File: config.mk
export PLATFORM = sky130hd
export DESIGN_NAME = flash_lock_host
export DESIGN_NICKNAME = d
export VERILOG_FILES = /design/src/include/flash_host_pkg.sv /design/src/include/flash_req_if.sv /design/src/logic/flash_pin_engine.sv /design/src/logic/flash_lock_host.sv
export VERILOG_INCLUDE_DIRS = /design/src /design/src/include
export SDC_FILE = /design/constraint.sdc
export NUM_CORES = 1
export LEC_CHECK = 0
export ABC_CLOCK_PERIOD_IN_PS = 10100
export BUFFER_PORTS_ARGS = -buffer_cell sky130_fd_sc_hd__buf_2
export CORE_ASPECT_RATIO = 0.75
export CORE_UTILIZATION = 40
export CTS_CLUSTER_DIAMETER = 100
export DETAILED_ROUTE_END_ITERATION = 10
export MAX_ROUTING_LAYER = met4
export PLACE_DENSITY = 0.59
export SYNTH_ARGS = -nofsm -noshare
export SYNTH_HDL_FRONTEND = slang
export SYNTH_SLANG_ARGS = --single-unit
export TNS_END_PERCENT = 20
File: constraint.sdc
create_clock -name CLK -period 10.1 [get_ports CLK]
set_input_delay 1.515 -clock CLK [delete_from_list [all_inputs] [get_ports CLK]]
set_output_delay 1.515 -clock CLK [all_outputs]
set_load 0.05 [all_outputs]
File: src/include/flash_host_defines.svh
// register map, command codes, status bit positions and bus timing of the flash host
`ifndef FLASH_HOST_DEFINES_SVH
`define FLASH_HOST_DEFINES_SVH
`define REG_CTRL 12'h000
`define REG_ADDR 12'h004
`define REG_STATUS 12'h008
`define REG_CFG 12'h00C
`define CMD_READ_STATUS 8'h70
`define CMD_LOCK_SETUP 8'h60
`define CMD_BLOCK_LOCK 8'h01
`define CMD_PERM_LOCK 8'hF1
`define CMD_CONFIRM 8'hD0
`define CMD_CHIP_ERASE 8'h30
`define CMD_READ_ARRAY 8'hFF
`define CMD_CLEAR_STATUS_DEF 8'h50
`define SR_READY 7
`define SR_ERASE_FAIL 5
`define SR_WRITE_FAIL 4
`define SR_SUPPLY_ERR 3
`define SR_PROTECT 1
`define ST_BUSY 8
`define ST_DONE 9
`define ST_ERR 10
`define ST_SEQ_ERR 11
`define ST_REFUSED 12
`define ST_RDY_PIN 13
`define CFG_DEFER 0
`define CFG_RP_HOLD 1
`define CTRL_OP_RESET 3'h0
`define ADDR_RESET 21'h000000
`define FL_ADDR_W 21
`define CLK_PERIOD_NS 25
`define T_WRITE_PULSE_NS 100
`define T_READ_ACCESS_NS 150
`define WR_CYC ((`T_WRITE_PULSE_NS + `CLK_PERIOD_NS - 1) / `CLK_PERIOD_NS)
`define RD_CYC ((`T_READ_ACCESS_NS + `CLK_PERIOD_NS - 1) / `CLK_PERIOD_NS)
`endif

File: src/include/flash_host_pkg.sv
// types shared by the flash host sequencer and its pin engine
package flash_host_pkg;
  typedef enum logic [2:0]
  {
    OP_NONE = 3'h0,
    OP_SET_BLOCK = 3'h1,
    OP_SET_PERM = 3'h2,
    OP_CLEAR_LOCKS = 3'h3,
    OP_CHIP_ERASE = 3'h4,
    OP_READ_STATUS = 3'h5,
    OP_CLEAR_STATUS = 3'h6,
    OP_READ_ARRAY = 3'h7
  } op_t;

  typedef enum logic [3:0]
  {
    S_IDLE = 4'h0,
    S_PRE_CMD = 4'h1,
    S_PRE_RD = 4'h2,
    S_SETUP = 4'h3,
    S_CONFIRM = 4'h4,
    S_POST_RD = 4'h5,
    S_RESTORE = 4'h6,
    S_SINGLE = 4'h7,
    S_SINGLE_RD = 4'h8
  } seq_state_t;

  typedef enum logic [1:0]
  {
    E_IDLE = 2'h0,
    E_PULSE = 2'h1,
    E_DONE = 2'h2,
    E_RECOVER = 2'h3
  } pin_state_t;

  // ops that start the internal engine and so need ready first
  function automatic logic is_engine_op(input op_t op);
    is_engine_op = (op == OP_SET_BLOCK) || (op == OP_SET_PERM) || (op == OP_CLEAR_LOCKS) ||
                   (op == OP_CHIP_ERASE);
  endfunction
endpackage

File: src/include/flash_req_if.sv
// one flash bus cycle request between the sequencer and the pin engine
interface flash_req_if;
  logic req;
  logic we;
  logic [20:0] addr;
  logic [7:0] wdata;
  logic done;
  logic [7:0] rdata;
  modport seq (output req, output we, output addr, output wdata, input done, input rdata);
  modport eng (input req, input we, input addr, input wdata, output done, output rdata);
endinterface

File: src/logic/flash_pin_engine.sv
// pin engine: turns one request into a single write or read cycle on the flash pins
`include "flash_host_defines.svh"
module flash_pin_engine
(
  input wire logic clk,
  input wire logic rst_n,
  flash_req_if.eng rq,
  output logic [20:0] fl_addr,
  output logic [7:0] fl_dq_o,
  output logic fl_dq_oe,
  input wire logic [7:0] fl_dq_i,
  output logic fl_ce_n,
  output logic fl_oe_n,
  output logic fl_we_n
);
  localparam logic [3:0] WR_CNT = 4'(`WR_CYC - 1);
  localparam logic [3:0] RD_CNT = 4'(`RD_CYC - 1);

  flash_host_pkg::pin_state_t st_r, st_nxt;
  logic [3:0] cnt_r, cnt_nxt;
  logic we_r, we_nxt;
  logic [20:0] addr_r, addr_nxt;
  logic [7:0] wd_r, wd_nxt;
  logic [7:0] rd_r, rd_nxt;
  logic [7:0] dq_s1_r, dq_s2_r, dq_s3_r;

  // data pins only count once the second and third stage agree
  always_ff @(posedge clk or negedge rst_n)
  begin
    if (!rst_n)
    begin
      dq_s1_r <= 8'h00;
      dq_s2_r <= 8'h00;
      dq_s3_r <= 8'h00;
    end
    else
    begin
      dq_s1_r <= fl_dq_i;
      dq_s2_r <= dq_s1_r;
      dq_s3_r <= dq_s2_r;
    end
  end

  // cycle sequencing; recover gives one idle cycle so a held req is not retaken
  always_comb
  begin
    st_nxt = st_r;
    cnt_nxt = cnt_r;
    we_nxt = we_r;
    addr_nxt = addr_r;
    wd_nxt = wd_r;
    rd_nxt = rd_r;
    unique case (st_r)
      flash_host_pkg::E_IDLE:
      begin
        if (rq.req)
        begin
          st_nxt = flash_host_pkg::E_PULSE;
          we_nxt = rq.we;
          addr_nxt = rq.addr;
          wd_nxt = rq.wdata;
          cnt_nxt = rq.we ? WR_CNT : RD_CNT;
        end
      end
      flash_host_pkg::E_PULSE:
      begin
        if (cnt_r != 4'h0)
          cnt_nxt = cnt_r - 4'h1;
        else if (we_r || (dq_s2_r == dq_s3_r))
        begin
          st_nxt = flash_host_pkg::E_DONE;
          if (!we_r)
            rd_nxt = dq_s3_r;
        end
      end
      flash_host_pkg::E_DONE:
        st_nxt = flash_host_pkg::E_RECOVER;
      flash_host_pkg::E_RECOVER:
        st_nxt = flash_host_pkg::E_IDLE;
    endcase
  end

  always_ff @(posedge clk or negedge rst_n)
  begin
    if (!rst_n)
    begin
      st_r <= flash_host_pkg::E_IDLE;
      cnt_r <= 4'h0;
      we_r <= 1'b0;
      addr_r <= `ADDR_RESET;
      wd_r <= 8'h00;
      rd_r <= 8'h00;
    end
    else
    begin
      st_r <= st_nxt;
      cnt_r <= cnt_nxt;
      we_r <= we_nxt;
      addr_r <= addr_nxt;
      wd_r <= wd_nxt;
      rd_r <= rd_nxt;
    end
  end

  // strobes from state flops; data held one cycle past the write strobe
  assign fl_addr = addr_r;
  assign fl_dq_o = wd_r;
  assign fl_dq_oe = we_r && (st_r == flash_host_pkg::E_PULSE || st_r == flash_host_pkg::E_DONE);
  assign fl_ce_n = !(st_r == flash_host_pkg::E_PULSE);
  assign fl_we_n = !(st_r == flash_host_pkg::E_PULSE && we_r);
  assign fl_oe_n = !(st_r == flash_host_pkg::E_PULSE && !we_r);
  assign rq.done = (st_r == flash_host_pkg::E_DONE);
  assign rq.rdata = rd_r;
endmodule

File: src/logic/flash_lock_host.sv
// flash lock-bit and status host: APB registers, command sequencer, reset and ready pins
// Operation
// - set lock: write 60H then 01H at block or F1H at device address
// - clear locks: 60H then D0H, then FFH back to array read
// - after 70H reads return the status byte; bit 7 high means ready
// - after an error, clear status before any retry
// - lock sets may chain; error check and FFH may wait till the end
// - select from address decode, output enable only on reads; FL_CE_N here follows the pin engine pulse state
// - reset/power-down pin follows system power ok
//
// Our own choices: the register addresses and the APB register port.
`include "flash_host_defines.svh"
module flash_lock_host
#(
  parameter logic [7:0] CLEAR_STATUS_CMD = `CMD_CLEAR_STATUS_DEF
)
(
  input wire logic CLK,
  input wire logic RST_N,
  input wire logic PSEL,
  input wire logic PENABLE,
  input wire logic PWRITE,
  input wire logic [11:0] PADDR,
  input wire logic [31:0] PWDATA,
  output logic [31:0] PRDATA,
  output logic PREADY,
  output logic PSLVERR,
  output logic [20:0] FL_ADDR,
  output logic [7:0] FL_DQ_O,
  output logic FL_DQ_OE,
  input wire logic [7:0] FL_DQ_I,
  output logic FL_CE_N,
  output logic FL_OE_N,
  output logic FL_WE_N,
  output logic FL_RP_N,
  input wire logic FL_RDY_BUSY_N,
  input wire logic SYS_POWER_OK
);
  logic rst_s1_r, rst_n_s;
  logic [2:0] pok_r, rdy_r;
  logic pok_lvl_r, rdy_lvl_r;

  // reset released through two flops
  always_ff @(posedge CLK or negedge RST_N)
  begin
    if (!RST_N)
    begin
      rst_s1_r <= 1'b0;
      rst_n_s <= 1'b0;
    end
    else
    begin
      rst_s1_r <= 1'b1;
      rst_n_s <= rst_s1_r;
    end
  end

  // pins pass three flops; level moves only when stages two and three agree
  always_ff @(posedge CLK or negedge rst_n_s)
  begin
    if (!rst_n_s)
    begin
      pok_r <= 3'h0;
      rdy_r <= 3'h0;
      pok_lvl_r <= 1'b0;
      rdy_lvl_r <= 1'b0;
    end
    else
    begin
      pok_r <= {pok_r[1:0], SYS_POWER_OK};
      rdy_r <= {rdy_r[1:0], FL_RDY_BUSY_N};
      if (pok_r[1] == pok_r[2])
        pok_lvl_r <= pok_r[2];
      if (rdy_r[1] == rdy_r[2])
        rdy_lvl_r <= rdy_r[2];
    end
  end

  flash_req_if rq ();
  flash_pin_engine u_pins
  (
    .clk(CLK),
    .rst_n(rst_n_s),
    .rq(rq),
    .fl_addr(FL_ADDR),
    .fl_dq_o(FL_DQ_O),
    .fl_dq_oe(FL_DQ_OE),
    .fl_dq_i(FL_DQ_I),
    .fl_ce_n(FL_CE_N),
    .fl_oe_n(FL_OE_N),
    .fl_we_n(FL_WE_N)
  );

  flash_host_pkg::seq_state_t st_r, st_nxt;
  flash_host_pkg::op_t op_r, op_nxt;
  logic [20:0] addr_r, addr_nxt;
  logic [1:0] cfg_r, cfg_nxt;
  logic [7:0] sr_r, sr_nxt;
  logic err_r, err_nxt, done_r, done_nxt, refused_r, refused_nxt;
  logic [31:0] prdata_r, prdata_nxt;
  logic wr_acc, start;
  flash_host_pkg::op_t wr_op;

  assign wr_acc = PSEL && PENABLE && PWRITE;
  assign wr_op = flash_host_pkg::op_t'(PWDATA[2:0]);
  assign start = wr_acc && (PADDR == `REG_CTRL) && (wr_op != flash_host_pkg::OP_NONE);

  // sequencer; device flags are read back, and only the clear status op or a reset on FL_RP_N clears them
  always_comb
  begin
    st_nxt = st_r;
    op_nxt = op_r;
    addr_nxt = addr_r;
    cfg_nxt = cfg_r;
    sr_nxt = sr_r;
    err_nxt = err_r;
    done_nxt = done_r;
    refused_nxt = refused_r;
    if (wr_acc && PADDR == `REG_ADDR)
      addr_nxt = PWDATA[20:0];
    if (wr_acc && PADDR == `REG_CFG)
      cfg_nxt = PWDATA[1:0];
    unique case (st_r)
      flash_host_pkg::S_IDLE:
      begin
        if (start)
        begin
          done_nxt = 1'b0;
          op_nxt = wr_op;
          // a pending device error blocks retries until status is cleared
          if (flash_host_pkg::is_engine_op(wr_op) && err_r)
            refused_nxt = 1'b1;
          else
          begin
            refused_nxt = 1'b0;
            st_nxt = flash_host_pkg::is_engine_op(wr_op) ? flash_host_pkg::S_PRE_CMD : flash_host_pkg::S_SINGLE;
          end
        end
      end
      flash_host_pkg::S_PRE_CMD:
        if (rq.done)
          st_nxt = flash_host_pkg::S_PRE_RD;
      flash_host_pkg::S_PRE_RD:
      begin
        if (rq.done)
        begin
          sr_nxt = rq.rdata;
          if (rq.rdata[`SR_READY])
            st_nxt = flash_host_pkg::S_SETUP;
        end
      end
      flash_host_pkg::S_SETUP:
        if (rq.done)
          st_nxt = flash_host_pkg::S_CONFIRM;
      flash_host_pkg::S_CONFIRM:
        if (rq.done)
          st_nxt = flash_host_pkg::S_POST_RD;
      flash_host_pkg::S_POST_RD:
      begin
        // poll until ready; the busy pin alone floats in some modes so the byte decides
        if (rq.done)
        begin
          sr_nxt = rq.rdata;
          if (rq.rdata[`SR_READY])
          begin
            // sticky device bits accumulate; any of them marks an error
            err_nxt = |{rq.rdata[`SR_ERASE_FAIL], rq.rdata[`SR_WRITE_FAIL], rq.rdata[`SR_SUPPLY_ERR],
                        rq.rdata[`SR_PROTECT]};
            if (cfg_r[`CFG_DEFER] && op_r != flash_host_pkg::OP_CLEAR_LOCKS)
            begin
              st_nxt = flash_host_pkg::S_IDLE;
              done_nxt = 1'b1;
            end
            else
              st_nxt = flash_host_pkg::S_RESTORE;
          end
        end
      end
      flash_host_pkg::S_RESTORE:
      begin
        if (rq.done)
        begin
          st_nxt = flash_host_pkg::S_IDLE;
          done_nxt = 1'b1;
        end
      end
      flash_host_pkg::S_SINGLE:
      begin
        if (rq.done)
        begin
          if (op_r == flash_host_pkg::OP_READ_STATUS)
            st_nxt = flash_host_pkg::S_SINGLE_RD;
          else
          begin
            st_nxt = flash_host_pkg::S_IDLE;
            done_nxt = 1'b1;
            if (op_r == flash_host_pkg::OP_CLEAR_STATUS)
              err_nxt = 1'b0;
          end
        end
      end
      flash_host_pkg::S_SINGLE_RD:
      begin
        if (rq.done)
        begin
          sr_nxt = rq.rdata;
          st_nxt = flash_host_pkg::S_IDLE;
          done_nxt = 1'b1;
        end
      end
      default:
        st_nxt = flash_host_pkg::S_IDLE;
    endcase
  end

  always_ff @(posedge CLK or negedge rst_n_s)
  begin
    if (!rst_n_s)
    begin
      st_r <= flash_host_pkg::S_IDLE;
      op_r <= flash_host_pkg::OP_NONE;
      addr_r <= `ADDR_RESET;
      cfg_r <= 2'h0;
      sr_r <= 8'h00;
      err_r <= 1'b0;
      done_r <= 1'b0;
      refused_r <= 1'b0;
      prdata_r <= 32'h00000000;
    end
    else
    begin
      st_r <= st_nxt;
      op_r <= op_nxt;
      addr_r <= addr_nxt;
      cfg_r <= cfg_nxt;
      sr_r <= sr_nxt;
      err_r <= err_nxt;
      done_r <= done_nxt;
      refused_r <= refused_nxt;
      prdata_r <= prdata_nxt;
    end
  end

  // request to the pin engine: command byte and address chosen by state
  always_comb
  begin
    rq.req = (st_r != flash_host_pkg::S_IDLE);
    rq.we = !(st_r == flash_host_pkg::S_PRE_RD || st_r == flash_host_pkg::S_POST_RD ||
              st_r == flash_host_pkg::S_SINGLE_RD);
    rq.addr = `ADDR_RESET;
    rq.wdata = `CMD_READ_STATUS;
    unique case (st_r)
      flash_host_pkg::S_SETUP:
        rq.wdata = (op_r == flash_host_pkg::OP_CHIP_ERASE) ? `CMD_CHIP_ERASE : `CMD_LOCK_SETUP;
      flash_host_pkg::S_CONFIRM:
      begin
        rq.addr = addr_r;
        unique case (op_r)
          flash_host_pkg::OP_SET_BLOCK: rq.wdata = `CMD_BLOCK_LOCK;
          flash_host_pkg::OP_SET_PERM: rq.wdata = `CMD_PERM_LOCK;
          default: rq.wdata = `CMD_CONFIRM;
        endcase
      end
      flash_host_pkg::S_RESTORE:
        rq.wdata = `CMD_READ_ARRAY;
      flash_host_pkg::S_SINGLE:
        rq.wdata = (op_r == flash_host_pkg::OP_CLEAR_STATUS) ? CLEAR_STATUS_CMD :
                   (op_r == flash_host_pkg::OP_READ_ARRAY) ? `CMD_READ_ARRAY : `CMD_READ_STATUS;
      default:
        rq.wdata = `CMD_READ_STATUS;
    endcase
  end

  // read data latched in the setup phase, so the access phase needs no wait
  always_comb
  begin
    prdata_nxt = prdata_r;
    if (PSEL && !PENABLE)
    begin
      prdata_nxt = 32'h00000000;
      unique case (PADDR)
        `REG_CTRL: prdata_nxt[2:0] = op_r;
        `REG_ADDR: prdata_nxt[20:0] = addr_r;
        `REG_STATUS:
        begin
          prdata_nxt[7:0] = sr_r;
          prdata_nxt[`ST_BUSY] = (st_r != flash_host_pkg::S_IDLE);
          prdata_nxt[`ST_DONE] = done_r;
          prdata_nxt[`ST_ERR] = err_r;
          prdata_nxt[`ST_SEQ_ERR] = sr_r[`SR_ERASE_FAIL] && sr_r[`SR_WRITE_FAIL];
          prdata_nxt[`ST_REFUSED] = refused_r;
          prdata_nxt[`ST_RDY_PIN] = rdy_lvl_r;
        end
        `REG_CFG: prdata_nxt[1:0] = cfg_r;
        default: prdata_nxt = 32'h00000000;
      endcase
    end
  end

  assign PRDATA = prdata_r;
  assign PREADY = 1'b1;
  assign PSLVERR = PSEL && PENABLE && !(PADDR == `REG_CTRL || PADDR == `REG_ADDR ||
                                        PADDR == `REG_STATUS || PADDR == `REG_CFG);
  // device held in reset while power is not good or software asks for it
  assign FL_RP_N = pok_lvl_r && !cfg_r[`CFG_RP_HOLD];
endmodule

==> results of run 1 <==
==> power by group through the flow <==
stage	combinational, mW	sequential, mW	clock (mW)
finish	0.346	0.639	0.640
global route	0.381	0.646	0.680
CTS	0.350	0.639	0.653
detailed placement	0.350	0.649	0
global placement	0.340	0.646	0
floorplan	0.268	0.642	0
==> cell usage in the layout, fill, tap and decap left out, drive strengths merged, types with 6 or more instances in the layout <==
master,synthesis,final
a22o,9,9
a22oi,10,10
buf,19,107
clkbuf,21,18
conb,2,13
dfrtp,138,138
inv,13,22
mux2,43,43
nand2,87,87
nand2b,8,8
nand3,28,28
nor2,10,10
nor3,8,8
o21ai,11,11
o31ai,6,6
xor2,8,8
==> path summary, 6_finish.rpt <==
kind,from,to,slack [ns],depth (start not counted)
max,PADDR[1],PSLVERR,5.42,5
min,u_pins.dq_s1_r[2]$_DFF_PN0_,u_pins.dq_s2_r[2]$_DFF_PN0_,0.35,0
max reg2reg,st_r[0]$_DFFE_PN0P_,u_pins.cnt_r[2]$_DFFE_PN0P_,7.35,5
min reg2reg,u_pins.dq_s1_r[2]$_DFF_PN0_,u_pins.dq_s2_r[2]$_DFF_PN0_,0.35,0
max in group asynchronous,rst_n_s$_DFF_PN0_,PRDATA[6]$_DFFE_PN0P_,8.23,1
min in group asynchronous,rst_n_s$_DFF_PN0_,u_pins.dq_s1_r[1]$_DFF_PN0_,0.46,0
==> metrics by stage <==
step / util / hold WS, ns
after floorplan: - / 0.331
after global placement: 0.463 / 0.335
after detailed placement: 0.463 / 0.338
after CTS: 0.507 / 0.354
after global routing: 0.507 / 0.366
final: 0.507 / 0.351
==> cell type report <==
cell class              count  area [sq um]
clock buffers              18           439
clock inverters            14           173
well taps                 195           244
multi-input cells         320          2150
fillers                  1232          6880
inverters                  13          48.8
flip-flops and latches    138          3460
repair buffers            107           546
==> kinds of logic after synthesis <==
family | after synthesis | share of synthesized area
simple gates | 172 | 0.143
flops | 138 | 0.594
compound gates | 74 | 0.0956
buf+inv | 53 | 0.0454
mux | 46 | 0.0954
xor+xnor | 9 | 0.0136
fa+ha+maj | 6 | 0.0121
other cells | 2 | 0.00129
==> worst reg2reg max path: stages (launching register included) <==
cell and delay, ns:
sky130_fd_sc_hd__dfrtp_1 0.63, sky130_fd_sc_hd__nor2_1 0.33, sky130_fd_sc_hd__nand3_1 0.25, sky130_fd_sc_hd__nand2_1 0.89, sky130_fd_sc_hd__nor2_1 0.15, sky130_fd_sc_hd__a221o_1 0.39
==> per-layer routing <==
layer / vias up / routed length [um]
met4: 0 / 127
met5: - / 0
li1: 1938 / -
met3: 14 / 729
met1: 2036 / 6310
met2: 128 / 5720
==> flip-flops by register name, summed over array words and instances, names as in the netlist, 2 cells and up <==
register,cells
PRDATA,21
addr_r,21
u_pins.fl_addr,21
sr_r,8
u_pins.dq_s1_r,8
u_pins.dq_s2_r,8
u_pins.dq_s3_r,8
u_pins.rq.rdata,8
u_pins.fl_dq_o,6
st_r,4
u_pins.cnt_r,4
op_r,3
pok_r,3
rdy_r,3
cfg_r,2
u_pins.st_r,2
==> impl_metrics.yaml, run 1 <==
clocking:
  clk_root_buffer_cell: "sky130_fd_sc_hd__clkbuf_16"
  clock_sinks: 138
  htreeDepth: 4
  clk_pin_slew_ns: 0.06
  cts.repair.resized: 0
  cts_buffers: 17
  worst_skew_pair.late_latency_ns: 0.41
  holdBufCountCts: 0
  cts_buffer_depth: 2
  tritoncts: "built"
  cts_setup_buffers: 0
worst_setup_path:
  worstPathBufferInverterCount: 2
  cp-end-kind: "output pin"
  critical_path.cell_chain: "buf_2 -> or4_4 -> or3_2 -> and3_1 -> buf_2"
  worstPathArrival_ns: 3.17
  cp.required_ns: 8.59
  critical_path_fanout_max: 6
  cp-start-kind: "primary input"
  worst_path_most_repeated_cell: "sky130_fd_sc_hd__buf_2"
  critical_path_class: "in2out"
  crit_path_max_incr_delay_ns: 0.60
  slowest_stage: "sky130_fd_sc_hd__or3_2"
  timing.critical_path.max_delay_family: "simple AND/OR/NAND/NOR gates"
cells_and_area:
  final_nets: 660
  final-instance-count-excl-fill: 805
  num_antenna_cells: 0
  syn2layout_area_growth_pct: 21.4
  layout-drive-gt1-share: 0.321
  fin_area_sq_um: 7060
die:
  die_area_sq_um: 15000
  fp-row-count: 37
  initial_utilization: 0.417
  pin_count: 127
  fp.coreArea_sq_um: 13900
  die_w_um: 141
  die_height_um: 106
placement:
  post-dp-hpwl_um: 9000
  place.gp.congestion: 0.861
  io_buffer_count: 103
  placement.cell_area_sq_um: 6450
  place_worst_setup_slack_ns: 5.42
  placed_cells: 773
routing:
  drc_errors: 0
  firstDrtPassIters: 5
  wire_per_inst_um: 16.0
  vias: 4116
  route.antenna.remaining_nets: 0
  routed_wirelength_um: 12900
  avgViaCountPerCell: 5.11
  detail_route.iter0.violations: 240
synth:
  ys_async_sr_fraction: 1.00
  mappedNetlistArea_sq_um: 5810
  synthesis.yosys.warnings: 0
  yosys.cell_count.top_type: "sky130_fd_sc_hd__dfrtp_1"
  ys_top_cells_by_count: "138 x sky130_fd_sc_hd__dfrtp_1, 87 x sky130_fd_sc_hd__nand2_1, 39 x sky130_fd_sc_hd__mux2_2"
  post_synth_inst_count: 500
  synthDominantCellAreaShare: 0.594
  synth-edff-count: 0
  ys_seq_elements: 138
  netlist-cell-type-count: 61
  syn_area_per_cell_sq_um: 11.6
  leading_area_contributor_after_synthesis: "sky130_fd_sc_hd__dfrtp_1"
  post_synth_main_area_contributors: "sky130_fd_sc_hd__dfrtp_1 59%, sky130_fd_sc_hd__mux2_2 7.6%, sky130_fd_sc_hd__nand2_1 5.6%"
  synth-seq-area-share: 0.594
  postSynth.topFlopCell: "sky130_fd_sc_hd__dfrtp_1"
sta:
  final_max_slew_viol_count: 0
  clock_skew_ns: 0.00712
  slew_worst_pin_ns: 1.13
  relSlewSlack: 0.247
  final_min_period_over_clock_period: 0.464
  fmax_mhz: 213
  postLayoutSetupSlackWorst_ns: 5.42
  final_hold_viol_count: 0
  finalSetupViolCount: 0
  tns_ns: 0
  unrepaired_setup_endpoints_after_global_routing: "no"
  period_minus_slack_ns: 4.68
grt:
  global_route.overflow_total: 0
  largest_net_degree_at_the_start_of_global_routing: 70
  grt_usage: 0.193
  grt_first_pass_wirelength_um: 21500
  via_count_of_the_first_global_routing_pass: 4131
  routing_usage_on_met3: 0.0468
  gr-max-usage-layer: "met2"
  grt.met2_usage: 0.283
  globalRouteMet1Util: 0.265
  grt_antenna_before_repair: 0
power_and_ir_drop:
  netSwitchingPower_mw: 0.541
  total_leakage_power_nw: 3.57
  seqPwrFrac: 0.393
  switching_share: 0.333
  power_report.internal_total_mw: 1.08
  power.total_mw: 1.62
  power-per-cell-area_nw_per_um2: 230
  p_comb_frac: 0.213
  power.clock.fraction: 0.394
  max-vdd-ir-drop_uv: 132
run_status:
  status: "finished, final reports clean"
run:
  max_cap_violations: 0
worst_hold_path:
  hold_class: "reg2reg"
Note: power is estimated with default switching activity, not from simulation.
==> run 2, diff against run 1 <==
--- a/config.mk
+++ b/config.mk
@@ -6,14 +6,15 @@
 export SDC_FILE = /design/constraint.sdc
 export NUM_CORES = 1
 export LEC_CHECK = 0
-export ABC_CLOCK_PERIOD_IN_PS = 10100
+export ABC_AREA = 1
+export ABC_CLOCK_PERIOD_IN_PS = 4200
 export BUFFER_PORTS_ARGS = -buffer_cell sky130_fd_sc_hd__buf_2
 export CORE_ASPECT_RATIO = 0.75
 export CORE_UTILIZATION = 40
 export CTS_CLUSTER_DIAMETER = 100
 export DETAILED_ROUTE_END_ITERATION = 10
 export MAX_ROUTING_LAYER = met4
-export PLACE_DENSITY = 0.59
+export PLACE_DENSITY = 0.61
 export SYNTH_ARGS = -nofsm -noshare
 export SYNTH_HDL_FRONTEND = slang
 export SYNTH_SLANG_ARGS = --single-unit
==> constraint.sdc (replaced) <==
create_clock -name CLK -period 4.2 [get_ports CLK]
set_input_delay 0.63 -clock CLK [delete_from_list [all_inputs] [get_ports CLK]]
set_output_delay 0.63 -clock CLK [all_outputs]
set_load 0.05 [all_outputs]
==> run 2 against run 1 <==
  * Combinational power rose to 5.1 times the previous value
  * Critical path depth up 3
  * Routed wire length up 8.1%
  * Clock skew barely moved
  * Clock power increased by 130%
  * Worst setup slack worse by 3.9 ns
  * Worst hold slack got worse by 0.030 ns
  * Die area grew 6.6%
  * Clock-buffer cell count is 1 lower
  * Sequential power grew to 2.6 times the previous value
  * Total power rose to 3.0 times the previous value
  * Highest routed layer unchanged
==> impl_metrics.yaml, run 2 <==
clocking:
  cts_setup_buffers: 0
  clk_root_buffer_cell: "sky130_fd_sc_hd__clkbuf_16"
  holdBufCountCts: 1
  clk_pin_slew_ns: 0.06
  clock_sinks: 138
  htreeDepth: 4
  worst_skew_pair.late_latency_ns: 0.41
  cts_buffer_depth: 2
  tritoncts: "built"
  cts.repair.resized: 0
  cts_buffers: 17
sta:
  tns_ns: 0
  unrepaired_setup_endpoints_after_global_routing: "no"
  fmax_mhz: 368
  final_max_slew_viol_count: 0
  clock_skew_ns: 0.00728
  final_min_period_over_clock_period: 0.647
  hold_ws_ns: 0.321
  relSlewSlack: 0.443
  slew_worst_pin_ns: 0.834
  final_hold_viol_count: 0
  finalSetupViolCount: 0
  period_minus_slack_ns: 2.72
cells_and_area:
  final_nets: 849
  syn2layout_area_growth_pct: 19.6
  layout-drive-gt1-share: 0.233
  regArea_sq_um: 3460
  most-common-layout-cells: "171 x sky130_fd_sc_hd__nand2_1, 137 x sky130_fd_sc_hd__dfrtp_1, 103 x sky130_fd_sc_hd__buf_2, 66 x sky130_fd_sc_hd__nor2_1, 63 x sky130_fd_sc_hd__inv_1"
  multiInputGateArea_sq_um: 2280
  mostFrequentLayoutCell: "sky130_fd_sc_hd__nand2_1"
  post-route-util: 0.489
  filler_cell_count: 1450
synth:
  ys_top_cells_by_count: "171 x sky130_fd_sc_hd__nand2_1, 138 x sky130_fd_sc_hd__dfrtp_1, 66 x sky130_fd_sc_hd__nor2_1"
  yosys.cell_count.top_type: "sky130_fd_sc_hd__nand2_1"
  ys_seq_elements: 138
  post_synth_inst_count: 680
  synth-seq-area-share: 0.557
  ys_async_sr_fraction: 1.00
  synth-edff-count: 0
  synthDominantCellAreaShare: 0.557
  syn_area_per_cell_sq_um: 9.12
  netlist-cell-type-count: 39
  synthesis.yosys.warnings: 0
  mappedNetlistArea_sq_um: 6200
  leading_area_contributor_after_synthesis: "sky130_fd_sc_hd__dfrtp_1"
  postSynth.topFlopCell: "sky130_fd_sc_hd__dfrtp_1"
  post_synth_main_area_contributors: "sky130_fd_sc_hd__dfrtp_1 56%, sky130_fd_sc_hd__nand2_1 10%, sky130_fd_sc_hd__nand3_1 4.7%"
worst_hold_path:
  hold_class: "in2reg"
  min_delay_path_depth: 1
  hold_crit_start: "FL_DQ_I[2]"
  hold_path_end: "u_pins.dq_s1_r[2]$_DFF_PN0_"
run:
  max_cap_violations: 0
placement:
  place.gp.congestion: 0.901
  io_buffer_count: 103
  post-dp-hpwl_um: 9900
die:
  initial_utilization: 0.409
  die_area_sq_um: 16000
  fp-row-count: 39
  die_w_um: 146
  pin_count: 127
  fp.coreArea_sq_um: 15200
  die_height_um: 110
routing:
  routed_wirelength_um: 13900
  detail_route.iter0.violations: 431
  firstDrtPassIters: 4
  vias: 4975
  route.antenna.remaining_nets: 0
  drc_errors: 0
  avgViaCountPerCell: 4.95
  wire_per_inst_um: 13.8
worst_setup_path:
  cp.required_ns: 3.57
  worstPathArrival_ns: 2.09
  critical_path_class: "in2out"
  cp-end-kind: "output pin"
  crit-reg2reg-capture: "st_r[3]$_DFFE_PN0P_"
  critical_path_fanout_max: 24
  r2r-start: "st_r[2]$_DFFE_PN0P_"
  cp-start-kind: "primary input"
  reg2reg_slack_ns: 2.33
  timing.reg2reg.worst_path_depth: 10
grt:
  largest_net_degree_at_the_start_of_global_routing: 88
  grt_usage: 0.192
  grt_antenna_before_repair: 0
  grt_first_pass_wirelength_um: 23300
  global_route.overflow_total: 0
  via_count_of_the_first_global_routing_pass: 4712
power_and_ir_drop:
  total_leakage_power_nw: 3.83
  power-per-cell-area_nw_per_um2: 658
  max-vdd-ir-drop_uv: 325
run_status:
  status: "finished, final reports clean"
## run 2: report_power, final
part | total [mW] | switching [mW] | internal [mW] | leakage [nW]
logic | 1.76 | 1.32 | 0.441 | 1.85
registers | 1.65 | 0.128 | 1.52 | 1.70
clock network | 1.47 | 0.626 | 0.842 | 0.287
total | 4.88 | 2.08 | 2.81 | 3.83
## run 2: worst max-delay path by stage
stage | start | to | slack (ns) | depth (start not counted)
after detailed placement | PADDR[11] | addr_r[9]$_DFFE_PN0P_ | 1.38 | 7
after global placement | PADDR[11] | addr_r[4]$_DFFE_PN0P_ | 1.43 | 7
after floorplan | rst_n_s$_DFF_PN0_ | PRDATA[0]$_DFFE_PN0P_ | 0.07 | 0
after global routing | PADDR[11] | PSLVERR | 1.40 | 8
after CTS | PADDR[11] | PSLVERR | 1.49 | 8
final | PADDR[11] | PSLVERR | 1.48 | 8
## run 2: routing by layer
metal / GRT usage / wire [um]
met5: - / 0
met4: 0.0526 / 108
met3: 0.0398 / 709
met2: 0.289 / 6190
met1: 0.264 / 6920
## run 2: worst max-delay path, stage by stage
cell and delay, ns:
sky130_fd_sc_hd__buf_2 0.10, sky130_fd_sc_hd__nor2_1 0.09, sky130_fd_sc_hd__nand2_1 0.17, sky130_fd_sc_hd__nor2_4 0.50, sky130_fd_sc_hd__nand2_1 0.19, sky130_fd_sc_hd__nand3_1 0.13, sky130_fd_sc_hd__a211oi_1 0.06, sky130_fd_sc_hd__buf_2 0.23
## run 2: layout make-up
cell class                 instances  share of cell area
sequential                       138               0.466
multi-input combinational        448               0.308
timing repair buffer             106              0.0745
clock buffer                      17              0.0573
inverter                          75              0.0383
tap                              205              0.0346
clock inverter                    15              0.0212
antenna                            2            0.000674
## run 2: through the flow
step	area [sq um]	power, mW	std cells	setup WS [ns]
CTS	7420	4.93	1004	1.49
finish	7420	4.88	1006	1.48
global route	7420	5.17	1004	1.40
global placement	6820	3.41	971	1.43
detailed placement	6820	3.45	971	1.38
floorplan	6250	3.12	691	0.0704
## run 2: cells by family (layout without fill, tap and decap cells)
| kind of cell | Yosys count | count (layout) | share of synthesized area |
|---|---|---|---|
| compound gates | 96 | 96 | 0.107 |
| xor+xnor | 4 | 4 | 0.00565 |
| fa+ha+maj | 6 | 6 | 0.0113 |
| buf+inv | 105 | 213 | 0.0823 |
| flops | 138 | 138 | 0.557 |
| other cells | 2 | 15 | 0.00121 |
| simple gates | 329 | 329 | 0.236 |
==> run 3, diff against run 2 <==
--- a/config.mk
+++ b/config.mk
@@ -6,8 +6,8 @@
 export SDC_FILE = /design/constraint.sdc
 export NUM_CORES = 1
 export LEC_CHECK = 0
-export ABC_AREA = 1
-export ABC_CLOCK_PERIOD_IN_PS = 4200
+export ABC_AREA = 0
+export ABC_CLOCK_PERIOD_IN_PS = 2200
 export BUFFER_PORTS_ARGS = -buffer_cell sky130_fd_sc_hd__buf_2
 export CORE_ASPECT_RATIO = 0.75
 export CORE_UTILIZATION = 40
==> constraint.sdc (replaced) <==
create_clock -name CLK -period 2.2 [get_ports CLK]
set_input_delay 0.33 -clock CLK [delete_from_list [all_inputs] [get_ports CLK]]
set_output_delay 0.33 -clock CLK [all_outputs]
set_load 0.05 [all_outputs]
==> run 3 against run 2 <==
  * Critical path depth shrank 3
  * Routed wire length shrank 4.1%
  * Register-to-register slack got worse by 2.2 ns
  * Non-clock buffer count is 24 higher
  * Critical path type unchanged
  * Largest cell class unchanged
==> impl_metrics.yaml, run 3 (synthesized netlist as in run 1, its figures left out) <==
run_status:
  status: "finished, final reports clean"
grt:
  via_count_of_the_first_global_routing_pass: 4287
  grt_first_pass_wirelength_um: 22100
  grt_antenna_before_repair: 0
  largest_net_degree_at_the_start_of_global_routing: 137
  global_route.overflow_total: 0
  grt_usage: 0.199
power_and_ir_drop:
  p_comb_frac: 0.256
  power.clock.fraction: 0.373
  netSwitchingPower_mw: 2.54
  seqPwrFrac: 0.371
  max-vdd-ir-drop_uv: 682
  switching_share: 0.331
  power_report.internal_total_mw: 5.12
  total_leakage_power_nw: 3.69
  power-per-cell-area_nw_per_um2: 1050
clocking:
  cts_buffer_depth: 2
  clock_sinks: 138
  clk_root_buffer_cell: "sky130_fd_sc_hd__clkbuf_16"
  htreeDepth: 4
  clk_pin_slew_ns: 0.07
  tritoncts: "built"
  worst_skew_pair.late_latency_ns: 0.42
  cts_buffers: 17
worst_setup_path:
  cp.required_ns: 1.87
  reg2reg_slack_ns: 0.12
  r2r-start: "u_pins.cnt_r[0]$_DFFE_PN0P_"
  timing.reg2reg.worst_path_depth: 6
  endpoint: "PSLVERR"
  crit-reg2reg-capture: "u_pins.st_r[1]$_DFFE_PN0P_"
  critical_path_class: "in2out"
  critical_path_fanout_max: 4
  worstPathArrival_ns: 1.80
  cp-end-kind: "output pin"
  cp-start-kind: "primary input"
  critical_path.startpoint: "PADDR[1]"
sta:
  unrepaired_setup_endpoints_after_global_routing: "no"
  slew_worst_pin_ns: 0.742
  final_hold_viol_count: 0
  hold_ws_ns: 0.0112
  final_min_period_over_clock_period: 0.969
  final_max_slew_viol_count: 0
  clock_skew_ns: 0.0121
  period_minus_slack_ns: 2.13
  finalSetupViolCount: 0
  fmax_mhz: 469
  relSlewSlack: 0.505
cells_and_area:
  filler_cell_count: 1288
  most-common-layout-cells: "137 x sky130_fd_sc_hd__dfrtp_1, 103 x sky130_fd_sc_hd__buf_2, 87 x sky130_fd_sc_hd__nand2_1, 39 x sky130_fd_sc_hd__mux2_2, 28 x sky130_fd_sc_hd__nand3_1"
  syn2layout_area_growth_pct: 25.4
  final_nets: 683
  regArea_sq_um: 3460
  mostFrequentLayoutCell: "sky130_fd_sc_hd__dfrtp_1"
  final-instance-count-excl-fill: 829
  multiInputGateArea_sq_um: 2170
  layout-drive-gt1-share: 0.349
die:
  fp.coreArea_sq_um: 13900
  fp-row-count: 37
  die_w_um: 141
  die_height_um: 106
  die_area_sq_um: 15000
  initial_utilization: 0.417
  pin_count: 127
placement:
  post-dp-hpwl_um: 9350
  place.gp.congestion: 0.880
  io_buffer_count: 103
  placed_cells: 795
routing:
  wire_per_inst_um: 16.1
  routed_wirelength_um: 13400
  vias: 4243
  detail_route.iter0.violations: 306
  avgViaCountPerCell: 5.12
  firstDrtPassIters: 5
  drc_errors: 0
  route.antenna.remaining_nets: 0
worst_hold_path:
  hold_class: "in2reg"
  hold_crit_start: "FL_RDY_BUSY_N"
run:
  max_cap_violations: 0
run 3: worst max-delay path, cell delays in order:
cell and delay, ns:
sky130_fd_sc_hd__buf_2 0.09, sky130_fd_sc_hd__or4_4 0.53, sky130_fd_sc_hd__or3_4 0.45, sky130_fd_sc_hd__and3_1 0.19
sky130_fd_sc_hd__buf_2 0.20
run 3: per-stage QoR:
stage / total power, mW / setup TNS, ns / setup WS, ns / instance area, sq um / util
after CTS: 7.70 / 0 / 0.0397 / 7280 / 0.522
after global routing: 8.02 / 0 / 0.0172 / 7280 / 0.523
after floorplan: 4.20 / -1.32 / -0.114 / 5870 / -
final: 7.66 / 0 / 0.0684 / 7290 / 0.523
after global placement: 4.80 / -7.72 / -0.285 / 6670 / 0.479
after detailed placement: 4.84 / -8.92 / -0.322 / 6670 / 0.479
run 3: layer usage:
layer | up-vias | GRT usage | share of wire
met3 | 11 | 0.0514 | 0.061
met4 | 0 | 0.0675 | 0.012
met5 | - | - | 0
met2 | 141 | 0.279 | 0.45
li1 | 1977 | - | -
met1 | 2114 | 0.279 | 0.48
run 3: area by class of cell:
cell class	instances	share of cell area
flip-flops and latches	138	0.474
multi-input cells	320	0.298
repair buffers	130	0.106
clock buffers	18	0.0589
well taps	195	0.0335
clock inverters	14	0.0223
inverters	13	0.00721
diodes	1	0.000343
run 3: worst min-delay path by stage:
stage                                              to  slack, ns  depth (start not counted)
after floorplan                    rst_s1_r$_DFF_PN0_       0.03                          0
after CTS                          rdy_r[0]$_DFF_PN0_      0.005                          1
after global routing      u_pins.dq_s1_r[7]$_DFF_PN0_      0.004                          1
after global placement             rst_s1_r$_DFF_PN0_       0.12                          1
final                              rdy_r[0]$_DFF_PN0_       0.01                          1
after detailed placement           rst_s1_r$_DFF_PN0_       0.12                          1
run 3: power groups by stage:
stage	Combinational (mW)	Sequential, mW	Clock, mW
after detailed placement	1.95	2.89	0
after global routing	2.14	2.87	3.01
after global placement	1.92	2.88	0
after CTS	1.96	2.84	2.90
final	1.96	2.84	2.86
after floorplan	1.25	2.95	0
run 3: repair_timing:
action	in CTS	in global routing
resized for setup	1	1
hold buffers	1	0
setup endpoints to repair	1	7
buffers inserted	0	0
pin swaps	0	1
hold endpoints to repair	2	0
